===== config.mk =====
export PLATFORM = sky130hd
export DESIGN_NAME = mlmb_decoder
export DESIGN_NICKNAME = d
export VERILOG_FILES = /design/src/pkg/mlmb_pkg.sv /design/src/hdl/mlmb_op_table.sv /design/src/hdl/mlmb_mc_timer.sv /design/src/hdl/mlmb_decoder.sv
export VERILOG_INCLUDE_DIRS = /design/src /design/src/pkg
export SDC_FILE = /design/constraint.sdc
export NUM_CORES = 1
export LEC_CHECK = 0
export BUFFER_PORTS_ARGS = -buffer_cell sky130_fd_sc_hd__buf_2
export CORE_AREA = 2 2 100 102
export DETAILED_ROUTE_END_ITERATION = 12
export DIE_AREA = 0 0 102 104
export PLACE_DENSITY_LB_ADDON = 0.1
export SLEW_MARGIN = 20
export SYNTH_ARGS = -nofsm -noshare
export SYNTH_HDL_FRONTEND = slang
export SYNTH_HIERARCHICAL = 1
export SYNTH_SLANG_ARGS = --single-unit
export TNS_END_PERCENT = 20

===== constraint.sdc =====
create_clock -name mclk -period 5.9 [get_ports mclk]
set_input_delay 1.475 -clock mclk [delete_from_list [all_inputs] [get_ports mclk]]
set_output_delay 1.475 -clock mclk [all_outputs]
set_load 0.05 [all_outputs]

===== src/pkg/mlmb_defines.svh =====
// Opcode, length, timing and address constants for the instruction sequencer
`ifndef MLMB_DEFINES_SVH
`define MLMB_DEFINES_SVH
`define MLMB_OP_XOR_DIR_IMM 8'h63
`define MLMB_OP_XOR_IND 8'h66
`define MLMB_OP_ZERO_A 8'hE4
`define MLMB_OP_INVERT_A 8'hF4
`define MLMB_OP_ROTL_A 8'h23
`define MLMB_OP_ROTL_C 8'h33
`define MLMB_OP_ROTR_A 8'h03
`define MLMB_OP_ROTR_C 8'h13
`define MLMB_OP_MOV_RN_DIR 8'hA8
`define MLMB_OP_MOV_DIR_RN 8'h88
`define MLMB_OP_MOV_DIR_DIR 8'h85
`define MLMB_OP_MOV_DIR_IND 8'h86
`define MLMB_OP_MOV_IND_DIR 8'hA6
`define MLMB_OP_LOAD_DP 8'h90
`define MLMB_OP_CODE_DP 8'h93
`define MLMB_OP_CODE_PC 8'h83
`define MLMB_OP_EXT_RD_IND 8'hE2
`define MLMB_OP_EXT_RD_DP 8'hE0
`define MLMB_OP_EXT_WR_IND 8'hF2
`define MLMB_OP_EXT_WR_DP 8'hF0
`define MLMB_OP_PUSH 8'hC0
`define MLMB_OP_POP 8'hD0
`define MLMB_OP_NIBBLE_X 8'hD6
`define MLMB_OP_AND_C_BIT 8'h82
`define MLMB_OP_AND_C_NBIT 8'hB0
`define MLMB_OP_OR_C_BIT 8'h72
`define MLMB_OP_OR_C_NBIT 8'hA0
`define MLMB_OP_MOV_BIT_C 8'h92
`define MLMB_OP_MOV_C_BIT 8'hA2
`define MLMB_OP_ZERO_BIT 8'hC2
`define MLMB_OP_SET_BIT 8'hD2
`define MLMB_OP_INVERT_BIT 8'hB2
`define MLMB_OP_BR_BIT_CLR 8'h10
`define MLMB_OP_BR_BIT_HI 8'h20
`define MLMB_OP_BR_BIT_LO 8'h30
`define MLMB_OP_BR_C_HI 8'h40
`define MLMB_OP_BR_C_LO 8'h50
`define MLMB_MASK_ALL 8'hFF
`define MLMB_MASK_RN 8'hF8
`define MLMB_MASK_RI 8'hFE
`define MLMB_LEN1 2'h1
`define MLMB_LEN2 2'h2
`define MLMB_LEN3 2'h3
`define MLMB_MC1 2'h1
`define MLMB_MC2 2'h2
`define MLMB_ONE2 2'h1
`define MLMB_CLKS_PER_MC 4
`define MLMB_PC_RESET 16'h0000
`define MLMB_BITMEM_BASE 8'h20
`define MLMB_BITMEM_LAST 8'h2F
`define MLMB_BIT_SFR_MASK 8'hF8
`define MLMB_BIT_POS_W 3
`define MLMB_BIT_SFR_FLAG 7
`endif


===== src/pkg/mlmb_pkg.sv =====
// Types shared by the instruction sequencer and its helpers
package mlmb_pkg;
  typedef enum logic [3:0] {
    CLS_NONE, CLS_XOR, CLS_ACC_UNARY, CLS_MOVE, CLS_CODE_READ, CLS_EXT, CLS_STACK,
    CLS_NIBBLE, CLS_BOOL_CARRY, CLS_BIT_WRITE, CLS_BIT_READ, CLS_JMP_CARRY, CLS_JMP_BIT, CLS_JMP_BIT_CLR
  } mlmb_class_t;
  typedef enum logic [1:0] {ST_OPCODE, ST_OPERAND, ST_EXEC, ST_RETIRE} mlmb_state_t;
  typedef struct packed {
    mlmb_class_t cls;
    logic [1:0] len;
    logic [1:0] cycles;
    logic uses_bit;
    logic supported;
  } mlmb_dec_t;
  typedef struct packed {
    logic [7:0] opcode;
    logic [7:0] op1;
    logic [7:0] op2;
    mlmb_dec_t dec;
  } mlmb_instr_t;
  typedef struct packed {
    logic [7:0] byte_addr;
    logic [2:0] pos;
    logic in_sfr;
  } mlmb_bitref_t;
endpackage : mlmb_pkg


===== src/hdl/mlmb_op_table.sv =====
// Opcode lookup: class, byte length and machine-cycle count
`include "mlmb_defines.svh"
module mlmb_op_table import mlmb_pkg::*; (
  input wire logic [7:0] opcode,
  output mlmb_dec_t dec
);
  function automatic logic hit(input logic [7:0] op, input logic [7:0] base, input logic [7:0] mask);
    return (op & mask) == base;
  endfunction : hit

  function automatic mlmb_dec_t mk(input mlmb_class_t c, input logic [1:0] l, input logic [1:0] m, input logic b);
    return '{cls: c, len: l, cycles: m, uses_bit: b, supported: 1'b1};
  endfunction : mk

  always_comb begin
    dec = '{cls: CLS_NONE, len: `MLMB_LEN1, cycles: `MLMB_MC1, uses_bit: 1'b0, supported: 1'b0};
    if (hit(opcode, `MLMB_OP_XOR_DIR_IMM, `MLMB_MASK_ALL)) dec = mk(CLS_XOR, `MLMB_LEN3, `MLMB_MC2, 1'b0); // [RULE1]
    else if (hit(opcode, `MLMB_OP_XOR_IND, `MLMB_MASK_RI)) dec = mk(CLS_XOR, `MLMB_LEN1, `MLMB_MC1, 1'b0); // [RULE2]
    else if (hit(opcode, `MLMB_OP_ZERO_A, `MLMB_MASK_ALL) || hit(opcode, `MLMB_OP_INVERT_A, `MLMB_MASK_ALL) ||
             hit(opcode, `MLMB_OP_ROTL_A, `MLMB_MASK_ALL) || hit(opcode, `MLMB_OP_ROTL_C, `MLMB_MASK_ALL))
      dec = mk(CLS_ACC_UNARY, `MLMB_LEN1, `MLMB_MC1, 1'b0); // [RULE3]
    else if (hit(opcode, `MLMB_OP_ROTR_A, `MLMB_MASK_ALL) || hit(opcode, `MLMB_OP_ROTR_C, `MLMB_MASK_ALL))
      dec = mk(CLS_ACC_UNARY, `MLMB_LEN1, `MLMB_MC1, 1'b0); // [RULE4]
    else if (hit(opcode, `MLMB_OP_MOV_RN_DIR, `MLMB_MASK_RN)) dec = mk(CLS_MOVE, `MLMB_LEN2, `MLMB_MC2, 1'b0); // [RULE5]
    else if (hit(opcode, `MLMB_OP_MOV_DIR_RN, `MLMB_MASK_RN)) dec = mk(CLS_MOVE, `MLMB_LEN2, `MLMB_MC2, 1'b0); // [RULE6]
    else if (hit(opcode, `MLMB_OP_MOV_DIR_DIR, `MLMB_MASK_ALL)) dec = mk(CLS_MOVE, `MLMB_LEN3, `MLMB_MC2, 1'b0); // [RULE7]
    else if (hit(opcode, `MLMB_OP_MOV_DIR_IND, `MLMB_MASK_RI)) dec = mk(CLS_MOVE, `MLMB_LEN2, `MLMB_MC2, 1'b0); // [RULE8]
    else if (hit(opcode, `MLMB_OP_MOV_IND_DIR, `MLMB_MASK_RI)) dec = mk(CLS_MOVE, `MLMB_LEN2, `MLMB_MC2, 1'b0); // [RULE9]
    else if (hit(opcode, `MLMB_OP_LOAD_DP, `MLMB_MASK_ALL)) dec = mk(CLS_MOVE, `MLMB_LEN3, `MLMB_MC2, 1'b0); // [RULE10]
    else if (hit(opcode, `MLMB_OP_CODE_DP, `MLMB_MASK_ALL)) dec = mk(CLS_CODE_READ, `MLMB_LEN1, `MLMB_MC2, 1'b0); // [RULE11]
    else if (hit(opcode, `MLMB_OP_CODE_PC, `MLMB_MASK_ALL)) dec = mk(CLS_CODE_READ, `MLMB_LEN1, `MLMB_MC2, 1'b0); // [RULE12]
    else if (hit(opcode, `MLMB_OP_EXT_RD_IND, `MLMB_MASK_RI) || hit(opcode, `MLMB_OP_EXT_RD_DP, `MLMB_MASK_ALL) ||
             hit(opcode, `MLMB_OP_EXT_WR_IND, `MLMB_MASK_RI) || hit(opcode, `MLMB_OP_EXT_WR_DP, `MLMB_MASK_ALL))
      dec = mk(CLS_EXT, `MLMB_LEN1, `MLMB_MC2, 1'b0); // [RULE13]
    else if (hit(opcode, `MLMB_OP_PUSH, `MLMB_MASK_ALL) || hit(opcode, `MLMB_OP_POP, `MLMB_MASK_ALL))
      dec = mk(CLS_STACK, `MLMB_LEN2, `MLMB_MC2, 1'b0); // [RULE14]
    else if (hit(opcode, `MLMB_OP_NIBBLE_X, `MLMB_MASK_RI)) dec = mk(CLS_NIBBLE, `MLMB_LEN1, `MLMB_MC1, 1'b0); // [RULE15]
    else if (hit(opcode, `MLMB_OP_AND_C_BIT, `MLMB_MASK_ALL) || hit(opcode, `MLMB_OP_AND_C_NBIT, `MLMB_MASK_ALL))
      dec = mk(CLS_BOOL_CARRY, `MLMB_LEN2, `MLMB_MC2, 1'b1); // [RULE16]
    else if (hit(opcode, `MLMB_OP_OR_C_BIT, `MLMB_MASK_ALL) || hit(opcode, `MLMB_OP_OR_C_NBIT, `MLMB_MASK_ALL))
      dec = mk(CLS_BOOL_CARRY, `MLMB_LEN2, `MLMB_MC2, 1'b1); // [RULE17]
    else if (hit(opcode, `MLMB_OP_MOV_BIT_C, `MLMB_MASK_ALL)) dec = mk(CLS_BIT_WRITE, `MLMB_LEN2, `MLMB_MC2, 1'b1); // [RULE18]
    else if (hit(opcode, `MLMB_OP_MOV_C_BIT, `MLMB_MASK_ALL)) dec = mk(CLS_BIT_READ, `MLMB_LEN2, `MLMB_MC1, 1'b1); // [RULE19]
    else if (hit(opcode, `MLMB_OP_ZERO_BIT, `MLMB_MASK_ALL) || hit(opcode, `MLMB_OP_SET_BIT, `MLMB_MASK_ALL) ||
             hit(opcode, `MLMB_OP_INVERT_BIT, `MLMB_MASK_ALL))
      dec = mk(CLS_BIT_WRITE, `MLMB_LEN2, `MLMB_MC1, 1'b1); // [RULE19]
    else if (hit(opcode, `MLMB_OP_BR_BIT_CLR, `MLMB_MASK_ALL)) dec = mk(CLS_JMP_BIT_CLR, `MLMB_LEN3, `MLMB_MC2, 1'b1); // [RULE20]
    else if (hit(opcode, `MLMB_OP_BR_BIT_HI, `MLMB_MASK_ALL) || hit(opcode, `MLMB_OP_BR_BIT_LO, `MLMB_MASK_ALL))
      dec = mk(CLS_JMP_BIT, `MLMB_LEN3, `MLMB_MC2, 1'b1); // [RULE21]
    else if (hit(opcode, `MLMB_OP_BR_C_HI, `MLMB_MASK_ALL) || hit(opcode, `MLMB_OP_BR_C_LO, `MLMB_MASK_ALL))
      dec = mk(CLS_JMP_CARRY, `MLMB_LEN2, `MLMB_MC2, 1'b0); // [RULE22]
  end
endmodule : mlmb_op_table


===== src/hdl/mlmb_mc_timer.sv =====
// Machine-cycle timer: one tick per group of core clocks, held by stalls
module mlmb_mc_timer #(
  parameter int CLKS_PER_MC = 4
) (
  input wire logic mclk,
  input wire logic srst,
  input wire logic restart,
  input wire logic stall,
  output logic tick
);
  localparam int CNT_W = (CLKS_PER_MC > 1) ? $clog2(CLKS_PER_MC) : 1;
  localparam logic [CNT_W-1:0] LAST = CNT_W'(CLKS_PER_MC - 1);
  logic [CNT_W-1:0] cnt_q;

  assign tick = !restart && !stall && (cnt_q == LAST);

  always_ff @(posedge mclk) begin
    if (srst || restart || tick) begin
      cnt_q <= '0;
    end else if (!stall) begin
      cnt_q <= cnt_q + CNT_W'(1);
    end
  end
endmodule : mlmb_mc_timer


===== src/hdl/mlmb_decoder.sv =====
// Instruction sequencer for the xor/rotate, transfer and boolean instruction groups
// Functional notes
// RULE1: Xor immediate into direct byte: three bytes, two machine cycles.
// RULE2: Xor indirect memory into accumulator: one byte, one machine cycle.
// RULE3: Clear, complement, rotate left and rotate left through carry: one byte, one cycle.
// RULE4: Rotate right and rotate right through carry: one byte, one cycle.
// RULE5: Move direct byte into bank register: two bytes, two cycles.
// RULE6: Move bank register into direct byte: two bytes, two cycles.
// RULE7: Move direct byte to direct byte: three bytes, two cycles.
// RULE8: Move indirect memory to direct byte: two bytes, two cycles.
// RULE9: Move direct byte to indirect memory: two bytes, two cycles.
// RULE10: Load data pointer with 16-bit constant: three bytes, two cycles.
// RULE11: Code table read via accumulator plus data pointer: one byte, two cycles.
// RULE12: Code table read via accumulator plus program counter: one byte, two cycles.
// RULE13: All external data transfers, either pointer, either direction: one byte, two cycles.
// RULE14: Stack store and restore of direct byte: two bytes, two cycles.
// RULE15: Low nibble exchange with indirect memory: one byte, one cycle.
// RULE16: And of bit or inverted bit into carry: two bytes, two cycles.
// RULE17: Or of bit or inverted bit into carry: two bytes, two cycles.
// RULE18: Copy carry into direct bit: two bytes, two cycles.
// RULE19: Bit into carry, clear, set, complement bit: two bytes, one cycle.
// RULE20: Branch on set bit and clear it: three bytes, two cycles.
// RULE21: Branch on direct bit set or clear: three bytes, two cycles.
// RULE22: Branch on carry set or clear: two bytes, two cycles.
// RULE23: Machine cycle is four core clocks, stretched by stalls.
// RULE24: Relative operand is signed 8-bit offset added to program counter.
// RULE25: Bit operands map to bytes 20h-2Fh or SFRs ending 0h/8h.
// RULE26: Exactly the instruction length in bytes is consumed before the next opcode.
`include "mlmb_defines.svh"
module mlmb_decoder import mlmb_pkg::*; #(
  parameter int CLKS_PER_MC = `MLMB_CLKS_PER_MC
) (
  input wire logic mclk,
  input wire logic srst,
  input wire logic fetch_valid,
  input wire logic [7:0] fetch_byte,
  input wire logic mc_stall,
  input wire logic carry_in,
  input wire logic bit_in,
  output logic fetch_ready,
  output logic [15:0] pc,
  output logic busy,
  output mlmb_instr_t instr,
  output mlmb_bitref_t bit_ref,
  output logic retire_valid,
  output logic retire_taken,
  output logic [15:0] retire_target,
  output logic bit_clear
);
  mlmb_state_t state_q, state_d;
  mlmb_dec_t dec_now;
  mlmb_instr_t instr_q;
  mlmb_bitref_t bitref_q;
  logic [15:0] pc_q;
  logic [15:0] rel_target;
  logic [15:0] target_q;
  logic [1:0] need_q;
  logic [1:0] mc_left_q;
  logic [7:0] rel;
  logic first_q;
  logic ready_q;
  logic busy_q;
  logic retire_q;
  logic taken_q;
  logic clear_q;
  logic accept;
  logic mc_tick;
  logic exec_done;
  logic jump_cond;

  mlmb_op_table u_table (
    .opcode(fetch_byte),
    .dec(dec_now)
  );

  // Timer held in reset outside execution so each instruction starts aligned
  mlmb_mc_timer #(
    .CLKS_PER_MC(CLKS_PER_MC)
  ) u_timer (
    .mclk(mclk),
    .srst(srst),
    .restart(state_q != ST_EXEC),
    .stall(mc_stall),
    .tick(mc_tick)
  );

  assign accept = fetch_valid && ready_q;
  assign exec_done = (state_q == ST_EXEC) && mc_tick && (mc_left_q == `MLMB_ONE2); // [RULE23]

  function automatic mlmb_bitref_t map_bit(input logic [7:0] b);
    mlmb_bitref_t r;
    r.pos = b[`MLMB_BIT_POS_W-1:0];
    r.in_sfr = b[`MLMB_BIT_SFR_FLAG];
    if (r.in_sfr) begin
      r.byte_addr = b & `MLMB_BIT_SFR_MASK;
    end else begin
      r.byte_addr = `MLMB_BITMEM_BASE | (b >> `MLMB_BIT_POS_W);
    end
    return r;
  endfunction : map_bit

  // Branch decision and target
  always_comb begin
    rel = (instr_q.dec.cls == CLS_JMP_CARRY) ? instr_q.op1 : instr_q.op2;
    rel_target = pc_q + {{8{rel[7]}}, rel}; // [RULE24]
    case (instr_q.dec.cls)
      CLS_JMP_CARRY: jump_cond = carry_in ^ (instr_q.opcode == `MLMB_OP_BR_C_LO); // [RULE22]
      CLS_JMP_BIT: jump_cond = bit_in ^ (instr_q.opcode == `MLMB_OP_BR_BIT_LO); // [RULE21]
      CLS_JMP_BIT_CLR: jump_cond = bit_in; // [RULE20]
      default: jump_cond = 1'b0;
    endcase
  end

  always_comb begin
    state_d = state_q;
    case (state_q)
      ST_OPCODE: begin
        if (accept) begin
          state_d = (dec_now.len == `MLMB_LEN1) ? ST_EXEC : ST_OPERAND; // [RULE26]
        end
      end
      ST_OPERAND: begin
        if (accept && need_q == `MLMB_ONE2) begin
          state_d = ST_EXEC; // [RULE26]
        end
      end
      ST_EXEC: begin
        if (exec_done) begin
          state_d = ST_RETIRE;
        end
      end
      ST_RETIRE: begin
        state_d = ST_OPCODE;
      end
      default: begin
        state_d = ST_OPCODE;
      end
    endcase
  end

  always_ff @(posedge mclk) begin
    if (srst) begin
      state_q <= ST_OPCODE;
      ready_q <= 1'b0;
      busy_q <= 1'b0;
    end else begin
      state_q <= state_d;
      ready_q <= (state_d == ST_OPCODE) || (state_d == ST_OPERAND);
      busy_q <= state_d != ST_OPCODE;
    end
  end

  // Instruction capture
  always_ff @(posedge mclk) begin
    if (srst) begin
      instr_q <= '0;
      need_q <= '0;
      first_q <= 1'b0;
    end else if (accept && state_q == ST_OPCODE) begin
      instr_q.opcode <= fetch_byte;
      instr_q.op1 <= '0;
      instr_q.op2 <= '0;
      instr_q.dec <= dec_now;
      need_q <= dec_now.len - `MLMB_ONE2; // [RULE26]
      first_q <= 1'b1;
    end else if (accept && state_q == ST_OPERAND) begin
      if (first_q) begin
        instr_q.op1 <= fetch_byte;
      end else begin
        instr_q.op2 <= fetch_byte;
      end
      need_q <= need_q - `MLMB_ONE2;
      first_q <= 1'b0;
    end
  end

  // Bit operand address, first operand byte only
  always_ff @(posedge mclk) begin
    if (srst) begin
      bitref_q <= '0;
    end else if (accept && state_q == ST_OPERAND && first_q && instr_q.dec.uses_bit) begin
      bitref_q <= map_bit(fetch_byte); // [RULE25]
    end
  end

  // Machine cycles left in execution
  always_ff @(posedge mclk) begin
    if (srst) begin
      mc_left_q <= '0;
    end else if (accept && state_q == ST_OPCODE) begin
      mc_left_q <= dec_now.cycles; // [RULE23]
    end else if (state_q == ST_EXEC && mc_tick) begin
      mc_left_q <= mc_left_q - `MLMB_ONE2;
    end
  end

  // Program counter: one per consumed byte, relative jump at retire
  always_ff @(posedge mclk) begin
    if (srst) begin
      pc_q <= `MLMB_PC_RESET;
    end else if (accept) begin
      pc_q <= pc_q + 16'h0001; // [RULE26]
    end else if (exec_done && jump_cond) begin
      pc_q <= rel_target; // [RULE24]
    end
  end

  always_ff @(posedge mclk) begin
    if (srst) begin
      retire_q <= 1'b0;
      taken_q <= 1'b0;
      target_q <= '0;
      clear_q <= 1'b0;
    end else begin
      retire_q <= exec_done;
      if (exec_done) begin
        taken_q <= jump_cond;
        target_q <= jump_cond ? rel_target : pc_q;
      end
      clear_q <= exec_done && jump_cond && (instr_q.dec.cls == CLS_JMP_BIT_CLR); // [RULE20]
    end
  end

  assign fetch_ready = ready_q;
  assign pc = pc_q;
  assign busy = busy_q;
  assign instr = instr_q;
  assign bit_ref = bitref_q;
  assign retire_valid = retire_q;
  assign retire_taken = taken_q;
  assign retire_target = target_q;
  assign bit_clear = clear_q;

  // Checking helpers
  logic [7:0] exec_clks_q;
  logic stall_seen_q;
  logic [1:0] bytes_q;
  logic [15:0] pc_start_q;

  always_ff @(posedge mclk) begin
    if (srst || state_q != ST_EXEC) begin
      exec_clks_q <= '0;
      stall_seen_q <= 1'b0;
    end else begin
      exec_clks_q <= exec_clks_q + 8'h01;
      stall_seen_q <= stall_seen_q || mc_stall;
    end
  end

  always_ff @(posedge mclk) begin
    if (srst) begin
      bytes_q <= '0;
      pc_start_q <= '0;
    end else if (accept && state_q == ST_OPCODE) begin
      bytes_q <= `MLMB_ONE2;
      pc_start_q <= pc_q;
    end else if (accept) begin
      bytes_q <= bytes_q + `MLMB_ONE2;
    end
  end

  a_xor_direct_len: assert property (@(posedge mclk) disable iff (srst) // [RULE1]
    retire_q && instr_q.opcode == `MLMB_OP_XOR_DIR_IMM |-> bytes_q == `MLMB_LEN3 && instr_q.dec.cycles == `MLMB_MC2)
    else $error("xor immediate to direct byte has wrong length or cycles");

  a_xor_indirect_len: assert property (@(posedge mclk) disable iff (srst) // [RULE2]
    retire_q && (instr_q.opcode & `MLMB_MASK_RI) == `MLMB_OP_XOR_IND |-> bytes_q == `MLMB_LEN1 &&
    instr_q.dec.cycles == `MLMB_MC1)
    else $error("xor indirect has wrong length or cycles");

  a_acc_left_len: assert property (@(posedge mclk) disable iff (srst) // [RULE3]
    retire_q && (instr_q.opcode == `MLMB_OP_ZERO_A || instr_q.opcode == `MLMB_OP_ROTL_C) |->
    bytes_q == `MLMB_LEN1 && instr_q.dec.cycles == `MLMB_MC1)
    else $error("accumulator clear or left rotate has wrong timing");

  a_rotate_right_len: assert property (@(posedge mclk) disable iff (srst) // [RULE4]
    retire_q && (instr_q.opcode == `MLMB_OP_ROTR_A || instr_q.opcode == `MLMB_OP_ROTR_C) |->
    bytes_q == `MLMB_LEN1 && instr_q.dec.cls == CLS_ACC_UNARY)
    else $error("right rotate has wrong decode");

  a_move_dir_dir: assert property (@(posedge mclk) disable iff (srst) // [RULE7]
    retire_q && instr_q.opcode == `MLMB_OP_MOV_DIR_DIR |-> pc_q == pc_start_q + 16'h0003)
    else $error("direct to direct move did not consume three bytes");

  a_code_read_len: assert property (@(posedge mclk) disable iff (srst) // [RULE11]
    state_q == ST_OPCODE && accept && fetch_byte == `MLMB_OP_CODE_DP |=> state_q == ST_EXEC && mc_left_q == `MLMB_MC2)
    else $error("code table read not one byte two cycles");

  a_ext_len: assert property (@(posedge mclk) disable iff (srst) // [RULE13]
    retire_q && instr_q.dec.cls == CLS_EXT |-> bytes_q == `MLMB_LEN1 && instr_q.dec.cycles == `MLMB_MC2)
    else $error("external transfer has wrong length or cycles");

  a_bit_copy_len: assert property (@(posedge mclk) disable iff (srst) // [RULE19]
    retire_q && instr_q.opcode == `MLMB_OP_MOV_C_BIT |-> bytes_q == `MLMB_LEN2 && instr_q.dec.cycles == `MLMB_MC1)
    else $error("bit to carry copy has wrong timing");

  a_bit_jump_len: assert property (@(posedge mclk) disable iff (srst) // [RULE21]
    retire_q && instr_q.dec.cls == CLS_JMP_BIT |-> bytes_q == `MLMB_LEN3 && instr_q.dec.cycles == `MLMB_MC2)
    else $error("bit branch has wrong length or cycles");

  a_carry_jump_len: assert property (@(posedge mclk) disable iff (srst) // [RULE22]
    retire_q && instr_q.dec.cls == CLS_JMP_CARRY |-> bytes_q == `MLMB_LEN2 && !clear_q)
    else $error("carry branch has wrong length or cleared a bit");

  a_bit_clear_taken: assert property (@(posedge mclk) disable iff (srst) // [RULE20]
    clear_q |-> retire_q && taken_q && instr_q.opcode == `MLMB_OP_BR_BIT_CLR)
    else $error("bit clear issued without a taken clearing branch");

  a_exec_clocks: assert property (@(posedge mclk) disable iff (srst) // [RULE23]
    exec_done && !stall_seen_q |-> int'(exec_clks_q) + 1 == int'(instr_q.dec.cycles) * CLKS_PER_MC)
    else $error("machine cycle length differs from core clock count");

  a_rel_target: assert property (@(posedge mclk) disable iff (srst) // [RULE24]
    retire_q && taken_q |-> target_q == $past(pc_q) + {{8{rel[7]}}, rel} && pc_q == target_q)
    else $error("relative branch target wrong");

  a_bit_map: assert property (@(posedge mclk) disable iff (srst) // [RULE25]
    retire_q && instr_q.dec.uses_bit |-> (bitref_q.in_sfr ? bitref_q.byte_addr[2:0] == 3'h0 :
    (bitref_q.byte_addr >= `MLMB_BITMEM_BASE && bitref_q.byte_addr <= `MLMB_BITMEM_LAST)))
    else $error("bit operand mapped outside addressable bytes");

  a_byte_count: assert property (@(posedge mclk) disable iff (srst) // [RULE26]
    retire_q && !taken_q |-> bytes_q == instr_q.dec.len && pc_q == pc_start_q + 16'(instr_q.dec.len))
    else $error("consumed bytes differ from instruction length");

  a_move_reg_len: assert property (@(posedge mclk) disable iff (srst) // [RULE5] [RULE6]
    retire_q && ((instr_q.opcode & `MLMB_MASK_RN) == `MLMB_OP_MOV_RN_DIR ||
    (instr_q.opcode & `MLMB_MASK_RN) == `MLMB_OP_MOV_DIR_RN) |->
    bytes_q == `MLMB_LEN2 && instr_q.dec.cycles == `MLMB_MC2)
    else $error("bank register move has wrong length or cycles");

  a_move_ind_len: assert property (@(posedge mclk) disable iff (srst) // [RULE8] [RULE9]
    retire_q && ((instr_q.opcode & `MLMB_MASK_RI) == `MLMB_OP_MOV_DIR_IND ||
    (instr_q.opcode & `MLMB_MASK_RI) == `MLMB_OP_MOV_IND_DIR) |->
    bytes_q == `MLMB_LEN2 && instr_q.dec.cycles == `MLMB_MC2)
    else $error("indirect move has wrong length or cycles");

  a_load_dp_len: assert property (@(posedge mclk) disable iff (srst) // [RULE10]
    retire_q && instr_q.opcode == `MLMB_OP_LOAD_DP |-> bytes_q == `MLMB_LEN3 && instr_q.dec.cycles == `MLMB_MC2)
    else $error("data pointer load has wrong length or cycles");

  a_code_pc_len: assert property (@(posedge mclk) disable iff (srst) // [RULE12]
    retire_q && instr_q.opcode == `MLMB_OP_CODE_PC |-> bytes_q == `MLMB_LEN1 && instr_q.dec.cycles == `MLMB_MC2)
    else $error("code read via program counter has wrong length or cycles");

  a_stack_len: assert property (@(posedge mclk) disable iff (srst) // [RULE14]
    retire_q && instr_q.dec.cls == CLS_STACK |-> bytes_q == `MLMB_LEN2 && instr_q.dec.cycles == `MLMB_MC2)
    else $error("stack transfer has wrong length or cycles");

  a_nibble_len: assert property (@(posedge mclk) disable iff (srst) // [RULE15]
    retire_q && (instr_q.opcode & `MLMB_MASK_RI) == `MLMB_OP_NIBBLE_X |->
    bytes_q == `MLMB_LEN1 && instr_q.dec.cycles == `MLMB_MC1)
    else $error("low nibble exchange has wrong length or cycles");

  a_bool_carry_len: assert property (@(posedge mclk) disable iff (srst) // [RULE16] [RULE17]
    retire_q && instr_q.dec.cls == CLS_BOOL_CARRY |-> bytes_q == `MLMB_LEN2 && instr_q.dec.cycles == `MLMB_MC2)
    else $error("carry and or or with bit has wrong length or cycles");

  a_carry_to_bit: assert property (@(posedge mclk) disable iff (srst) // [RULE18]
    retire_q && instr_q.opcode == `MLMB_OP_MOV_BIT_C |-> bytes_q == `MLMB_LEN2 && instr_q.dec.cycles == `MLMB_MC2)
    else $error("carry to bit copy has wrong length or cycles");
endmodule : mlmb_decoder


==> qor.csv, run 1 <==
metric,value,unit
reg2reg_slack,2.11,ns
syn-instance-count,730,
antenna_cells,0,
hold_violations,0,
wl,15.7,mm
arrival,4.08,ns
grt_max_degree,46,
die_x,102,um
power_density,201,nW/um^2
root_buffer,clkbuf_8,
crit_slowest_cell,nand4b_1,
cts.clk_slew.worst_paths,0.09,ns
num-fill-cells,875,
r2r-end,pc[15],
hp-class,flop to flop,
required,6.13,ns
num_rows,36,
coreArea,9550,um^2
nets,828,
tightest_slew,1.00,ns
cap_violations,0,
cpPeakStageDelay,0.55,ns
syn_to_final_growth,11.2,%
grt_use_total,29.3,%
path_cells,buf_2 -> nor3b_1 -> nand4b_1 -> or3_1 -> mux2i_1 -> o21a_4 -> mux2i_1 -> a21oi_1,
detail-route-antenna-nets,0,
regToRegStartpoint,instr[6],
max-vdd-ir-drop,147,uV
port_buffers,96,
drt_iter0_markers,332,
grt_pass1_vias,5091,
synth-async-reset-ratio,0,%
initial_utilization,59.1,%
crit_path_end,pc[6],
layout_common_cells,"137 x nand2_1, 96 x buf_2, 91 x dfxtp_1",
synth_warnings,6,
r2r_cells,9,
cts_max_path_buffers,2,
worstSetupStartpoint,mc_stall,
yosysSeqAreaShare,32.3,%
place.gp.congestion,0.920,
wl_per_cell,16.9,um
yosys.cell_types.count,83,
setup_viol,0,
synthesis.area,5640,um^2
min_period,3.85,ns
tns,0,ns
slew_viol_final,0,
max_freq,0.260,GHz
cts_tree,yes,
htreeDepth,3,
slew_headroom,33.1,%
first_pass_iters,5,
die_y,104,um
ctsResizeCount,0,
avgSynthCellArea,7.73,um^2
crit_path_frequent_cell,mux2i_1,
via_per_inst,6.11,
synth_enable_flop_cells,0,
synth-seq-cells,91,
vias,5676,
drive_gt1_share,18.0,%
rsz0062_at_grt,no,
clk_latency,0.38,ns
pin_count,97,
drc,0,
end_kind,flop,
period_share,65.3,%
final_cells,929,
status,"complete, no violations",
path_class,input port to flop,
synthFlopType,dfxtp_1,
cts_hold_buf,0,
numClockSinks,91,
p_leak,2.54,nW
placed_cells,913,
cts_setup_buffers,0,
syn_nets,767,
fin_skew,0.00862,ns
fp.dieArea,10600,um^2
grt_overflow,0,
critPathMaxFanout,15,
dp_hpwl,11.2,mm
grt_pass1_wl,25.0,mm
final_common_cell,nand2_1,
critPathLaunchType,input port,
antenna_found_initial,0,
cts-buffers-inserted,9,
==> cell usage after synthesis, drive strengths merged, types with 6 or more instances <==
cell,instances,area share (%)
a21oi,67,6.1
xor2,6,0.93
xnor2,9,1.4
o211ai,9,1.2
o21ai,26,2.3
or4,7,1.1
dfxtp,91,32
nor3,19,1.9
inv,11,0.73
nor4,7,0.89
nand2,138,9.2
a311oi,16,2.5
or3,11,1.3
nand3b,9,1.2
buf,16,2.2
ha,22,4.9
or2,7,0.78
nand2b,10,1.1
nor2,67,4.5
nand3,21,1.9
mux2i,21,3.7
clkbuf,33,2.2
nor2b,8,0.89
a211oi,8,1.2
a31oi,7,0.78
==> metrics by stage <==
| stage | area [um^2] | setup WS, ns | hold WS, ns | util, % | power, mW |
|---|---|---|---|---|---|
| floorplan | 5640 | 2.45 | 0.451 | - | 0.786 |
| global placement | 6070 | 1.87 | 0.436 | 63.5 | 0.824 |
| detailed placement | 6070 | 1.72 | 0.445 | 63.5 | 0.829 |
| CTS | 6270 | 2.10 | 0.457 | 65.6 | 1.26 |
| global route | 6270 | 1.86 | 0.482 | 65.7 | 1.31 |
| finish | 6270 | 2.05 | 0.453 | 65.7 | 1.26 |
==> power breakdown <==
group / switching (mW) / internal [mW]
combinational: 0.124 / 0.0485
sequential: 0.0170 / 0.628
clock: 0.241 / 0.201
total: 0.382 / 0.878
==> area by class of cell <==
cell class,count,area [um^2],area share (%)
sequential,91,1820,29.0
tap,133,166,2.65
multi-input combinational,579,3540,56.4
clock inverter,6,72.6,1.16
inverter,11,41.3,0.658
timing repair buffer,99,503,8.02
clock buffer,10,128,2.03
==> logic make-up (layout without fill, tap and decap cells) <==
| logic type | count (synthesis) | count (layout) | share of synthesized area, % |
|---|---|---|---|
| buffers and inverters | 60 | 126 | 5.15 |
| and+or+nand+nor | 339 | 339 | 29.8 |
| adders and majority gates | 23 | 23 | 5.23 |
| xor gates and xnor gates | 15 | 15 | 2.33 |
| AOI/OAI and AO/OA | 178 | 178 | 20.8 |
| DFF | 91 | 91 | 32.3 |
| muxes | 24 | 24 | 4.32 |
==> worst max-delay path: cells and delay by family <==
kind | cells | cell delay (ns)
and+or+nand+nor | 3 | 1.43
muxes | 2 | 0.65
AOI/OAI and AO/OA | 2 | 0.41
buffers and inverters | 1 | 0.12
==> sequential cells by signal (all words and copies together) (netlist names) <==
name,cells
state_q,2
u_timer/cnt_q,2
first_q,1
bit_clear,1
retire_valid,1
need_q,2
retire_target,16
instr,34
fetch_ready,1
retire_taken,1
bit_ref,11
pc,16
mc_left_q,2
busy,1
==> routing by layer <==
layer | vias up | wire (um) | track usage (%) | part of all wire [%]
met5 | - | 0 | 0 | 0
met2 | 225 | 7870 | 49.1 | 50
li1 | 2759 | - | - | -
met3 | 37 | 1030 | 5.11 | 6.6
met4 | 0 | 482 | 13.3 | 3.1
met1 | 2655 | 6330 | 36.4 | 40
==> worst min path at each step <==
stage                           from          endpoint  slack, ns  cells past startpoint
floorplan           u_timer/cnt_q[1]  u_timer/cnt_q[1]       0.45                      2
global placement          bit_ref[6]        bit_ref[6]       0.44                      2
detailed placement       bit_ref[10]       bit_ref[10]       0.44                      2
CTS                         instr[0]          instr[0]       0.46                      2
global route                instr[3]          instr[3]       0.48                      2
finish                      instr[4]          instr[4]       0.45                      2
Power figures use the tool's default switching activity.
==> inputs of run 2 (changes only) <==
- CORE_AREA: 2 2 100 102 -> 2 2 103 105
- DIE_AREA: 0 0 102 104 -> 0 0 105 107
- clock period: 5.9 -> 3.9 ns (I/O delays scaled with it)
==> qor.csv, run 2 (synthesis results as in run 1) <==
metric,value,unit
grt_pass1_vias,5271,
placed_cells,926,
fp.dieArea,11200,um^2
pwr-share-clk,37.6,%
end_kind,flop,
ctsResizeCount,0,
min_period,3.48,ns
wl,16.4,mm
pin_count,97,
drive_gt1_share,19.1,%
grt_pass1_wl,26.4,mm
critPathMaxFanout,10,
cp_num_buf_inv,0,
r2r_cells,9,
cts.clk_slew.worst_paths,0.10,ns
switching_share,29.2,%
vias,5713,
num_rows,37,
cts_setup_buffers,0,
root_buffer,clkbuf_8,
cp.depth,9,
port_buffers,96,
initial_utilization,55.9,%
via_per_inst,6.06,
cts_tree,yes,
final_cells,942,
coreArea,10100,um^2
arrival,3.76,ns
crit_path_frequent_cell,mux2_2,
placed_area,6150,um^2
numClockSinks,91,
fin_skew,0.00763,ns
slew_viol_final,0,
status,"complete, no violations",
detail-route-antenna-nets,0,
crit_slowest_cell,mux2_2,
tightest_slew,0.749,ns
ff_latch_area,1820,um^2
die_x,105,um
drc,0,
cpPeakStageDelay,0.50,ns
num-fill-cells,974,
drt_iter0_markers,317,
path_class,flop to flop,
syn_to_final_growth,13.1,%
p_int,1.41,mW
p_leak,2.61,nW
pwr-share-seq,48.9,%
largest_register_ffs,34,
setup_viol,0,
cts-buffers-inserted,9,
nets,838,
antenna_found_initial,0,
max-vdd-ir-drop,205,uV
grt_overflow,0,
htreeDepth,3,
power_density,313,nW/um^2
cts_max_path_buffers,2,
slew_headroom,49.9,%
stdcell_area,6380,um^2
grt_max_degree,31,
max_freq,0.287,GHz
hp-class,flop to flop,
die_y,107,um
dp_hpwl,11.9,mm
clk_latency,0.37,ns
rsz0062_at_grt,no,
cts_hold_buf,0,
multi_input_area,3530,um^2
combPwrFrac,13.5,%
first_pass_iters,5,
worst_hold_path.num_cells,2,
required,4.18,ns
tns,0,ns
place.gp.congestion,0.944,
path_cells,and4b_1 -> mux2_2 -> ha_1 -> nand4_1 -> nor3_1 -> o211ai_1 -> a21oi_1 -> mux2_2 -> a221oi_1,
critPathLaunchType,flop,
period_share,89.4,%
antenna_cells,0,
cap_violations,0,
final_common_cell,nand2_1,
p_sw,0.583,mW
wl_per_cell,17.5,um
crit_family,simple AND/OR/NAND/NOR gates,
hold_violations,0,
layout_common_cells,"137 x nand2_1, 96 x buf_2, 91 x dfxtp_1",
grt_use_total,28.8,%
run 2: changes by cell type in the layout (fill, tap and decap cells not counted), sizes merged:
cell / change
buf: +10
bufinv: +1
clkinv: +1
clkinvlp: -1
inv: -1
run 2: final cells by class:
cell class | count | share of cell area (%)
Inverter | 11 | 0.647
Tap cell | 136 | 2.67
Sequential cell | 91 | 28.6
Clock inverter | 6 | 1.49
Clock buffer | 10 | 2.16
Multi-Input combinational cell | 579 | 55.4
Timing Repair Buffer | 109 | 9.06
run 2: worst min-delay path, stage by stage (launching register included):
cell     delay, ns
dfxtp_1       0.32
nand2_1       0.05
a21oi_1       0.05
run 2: through the flow:
stage	worst slack (ns)	power (mW)	utilization (%)	hold slack (ns)
after floorplan	0.506	1.19	-	0.451
after global placement	0.532	1.25	60.9	0.440
after detailed placement	0.493	1.26	60.9	0.446
after CTS	0.489	2.00	63.2	0.461
after global routing	0.223	2.06	63.2	0.479
final	0.415	2.00	63.2	0.460
run 2: worst paths after layout:
check | start | to | slack, ns
hold / removal | instr[0] | instr[0] | 0.46
hold reg to reg | instr[0] | instr[0] | 0.46
setup / recovery | instr[6] | pc[15] | 0.42
setup reg to reg | instr[6] | pc[15] | 0.42
run 2: power groups by stage:
stage	sequential, mW	combinational, mW	clock [mW]
2_1_floorplan	1.04	0.146	0
3_3_place_gp	0.995	0.259	0
3_5_place_dp	0.996	0.265	0
4_1_cts	0.975	0.266	0.764
5_1_grt	0.979	0.290	0.794
6_report	0.976	0.269	0.751
run 2: metal layers:
metal  vias up  wire length, um  global-route usage (%)  share of wire [%]
li1       2774                -                       -                  -
met3        37              851                    4.80                5.2
met4         0              405                    10.6                2.5
met2       209             8080                    49.8                 49
met1      2693             7100                    36.2                 43
met5         -                0                       0                  0
==> inputs of run 3 (changes only) <==
- CORE_AREA: 2 2 103 105 -> 2 2 141 143
- DIE_AREA: 0 0 105 107 -> 0 0 143 145
==> qor.csv, run 3 (synthesis results as in run 1) <==
metric,value,unit
grt_use_total,18.5,%
wl_per_cell,18.1,um
cts_setup_buffers,0,
pre_cts_slack,0.470,ns
fin_util,34.6,%
fp.dieArea,20700,um^2
stdcell_area,6650,um^2
wl,19.4,mm
htreeDepth,3,
fin_skew,0.00787,ns
die_x,143,um
syn_to_final_growth,17.9,%
vias,5651,
layout_common_cells,"137 x nand2_1, 96 x buf_2, 91 x dfxtp_1",
drc,0,
grt_max_degree,35,
antenna_found_initial,0,
root_buffer,clkbuf_16,
via_per_inst,5.26,
first_pass_iters,5,
cts_max_path_buffers,2,
timing.final.ws_setup,0.441,ns
die_y,145,um
port_buffers,96,
power.total,2.22,mW
min_period,3.46,ns
arrival,3.71,ns
period_share,88.7,%
clk_latency,0.36,ns
path_class,flop to flop,
cts-buffers-inserted,9,
grt_pass1_vias,5398,
tightest_slew,0.814,ns
critPathMaxFanout,10,
setup_viol,0,
slew_viol_final,0,
ctsResizeCount,0,
num_rows,51,
cts_hold_buf,0,
grt_overflow,0,
max-vdd-ir-drop,195,uV
largest_register_ffs,34,
final_common_cell,nand2_1,
cap_violations,0,
required,4.16,ns
dp_hpwl,14.2,mm
hp-class,flop to flop,
nets,842,
p_leak,2.67,nW
antenna_cells,0,
placed_area,6340,um^2
pin_count,97,
critPathLaunchType,flop,
tns,0,ns
place.gp.congestion,0.866,
cts.clk_slew.worst_paths,0.08,ns
max_freq,0.289,GHz
hold_violations,0,
end_kind,flop,
cts_tree,yes,
status,"complete, no violations",
rsz0062_at_grt,no,
initial_utilization,29.4,%
grt_pass1_wl,30.3,mm
detail-route-antenna-nets,0,
drt_iter0_markers,415,
slew_headroom,45.7,%
coreArea,19200,um^2
power_density,334,nW/um^2
numClockSinks,91,
drive_gt1_share,19.5,%
[run 3: final timing paths]
| path | from | end | slack (ns) | cells past startpoint |
|---|---|---|---|---|
| setup / recovery | instr[6] | pc[15] | 0.44 | 9 |
| setup reg to reg | instr[6] | pc[15] | 0.44 | 9 |
| hold reg to reg | bit_ref[2] | bit_ref[2] | 0.46 | 2 |
| hold / removal | bit_ref[2] | bit_ref[2] | 0.46 | 2 |
[run 3: through the flow]
step                      hold WS, ns  instances
after CTS                       0.457       1075
after detailed placement        0.446       1059
final                           0.456       1075
after floorplan                 0.451        730
after global placement          0.442       1059
after global routing            0.477       1075
[run 3: critical path, stage by stage (launching register included)]
cell and delay, ns:
dfxtp_1 0.42, and4b_1 0.45, mux2_2 0.50, ha_1 0.46, nand4_1 0.14, o21ai_0 0.35
o211ai_1 0.14, a21oi_1 0.20, mux2_2 0.37, a221oi_1 0.31
[run 3: power by group]
part,internal [mW],leakage [nW],switching [mW]
Combinational,0.0791,1.78,0.195
Clock,0.518,0.156,0.452
Sequential,0.950,0.736,0.0265
Total,1.55,2.67,0.674
[run 3: layout make-up]
class                      instances  area, um^2
fill                            2053       12600
tap                              265         332
clock buffer                       9         225
timing repair buffer             113         608
clock inverter                     7        90.1
multi-input combinational        579        3530
sequential                        91        1820
inverter                          11        41.3
[run 3: metal layers]
metal / part of all wire [%] / GRT usage [%] / vias to the layer above
li1: - / - / 2787
met1: 43 / 22.8 / 2684
met2: 49 / 31.7 / 152
met3: 4.7 / 3.20 / 28
met4: 2.6 / 7.48 / 0
met5: 0 / 0 / -
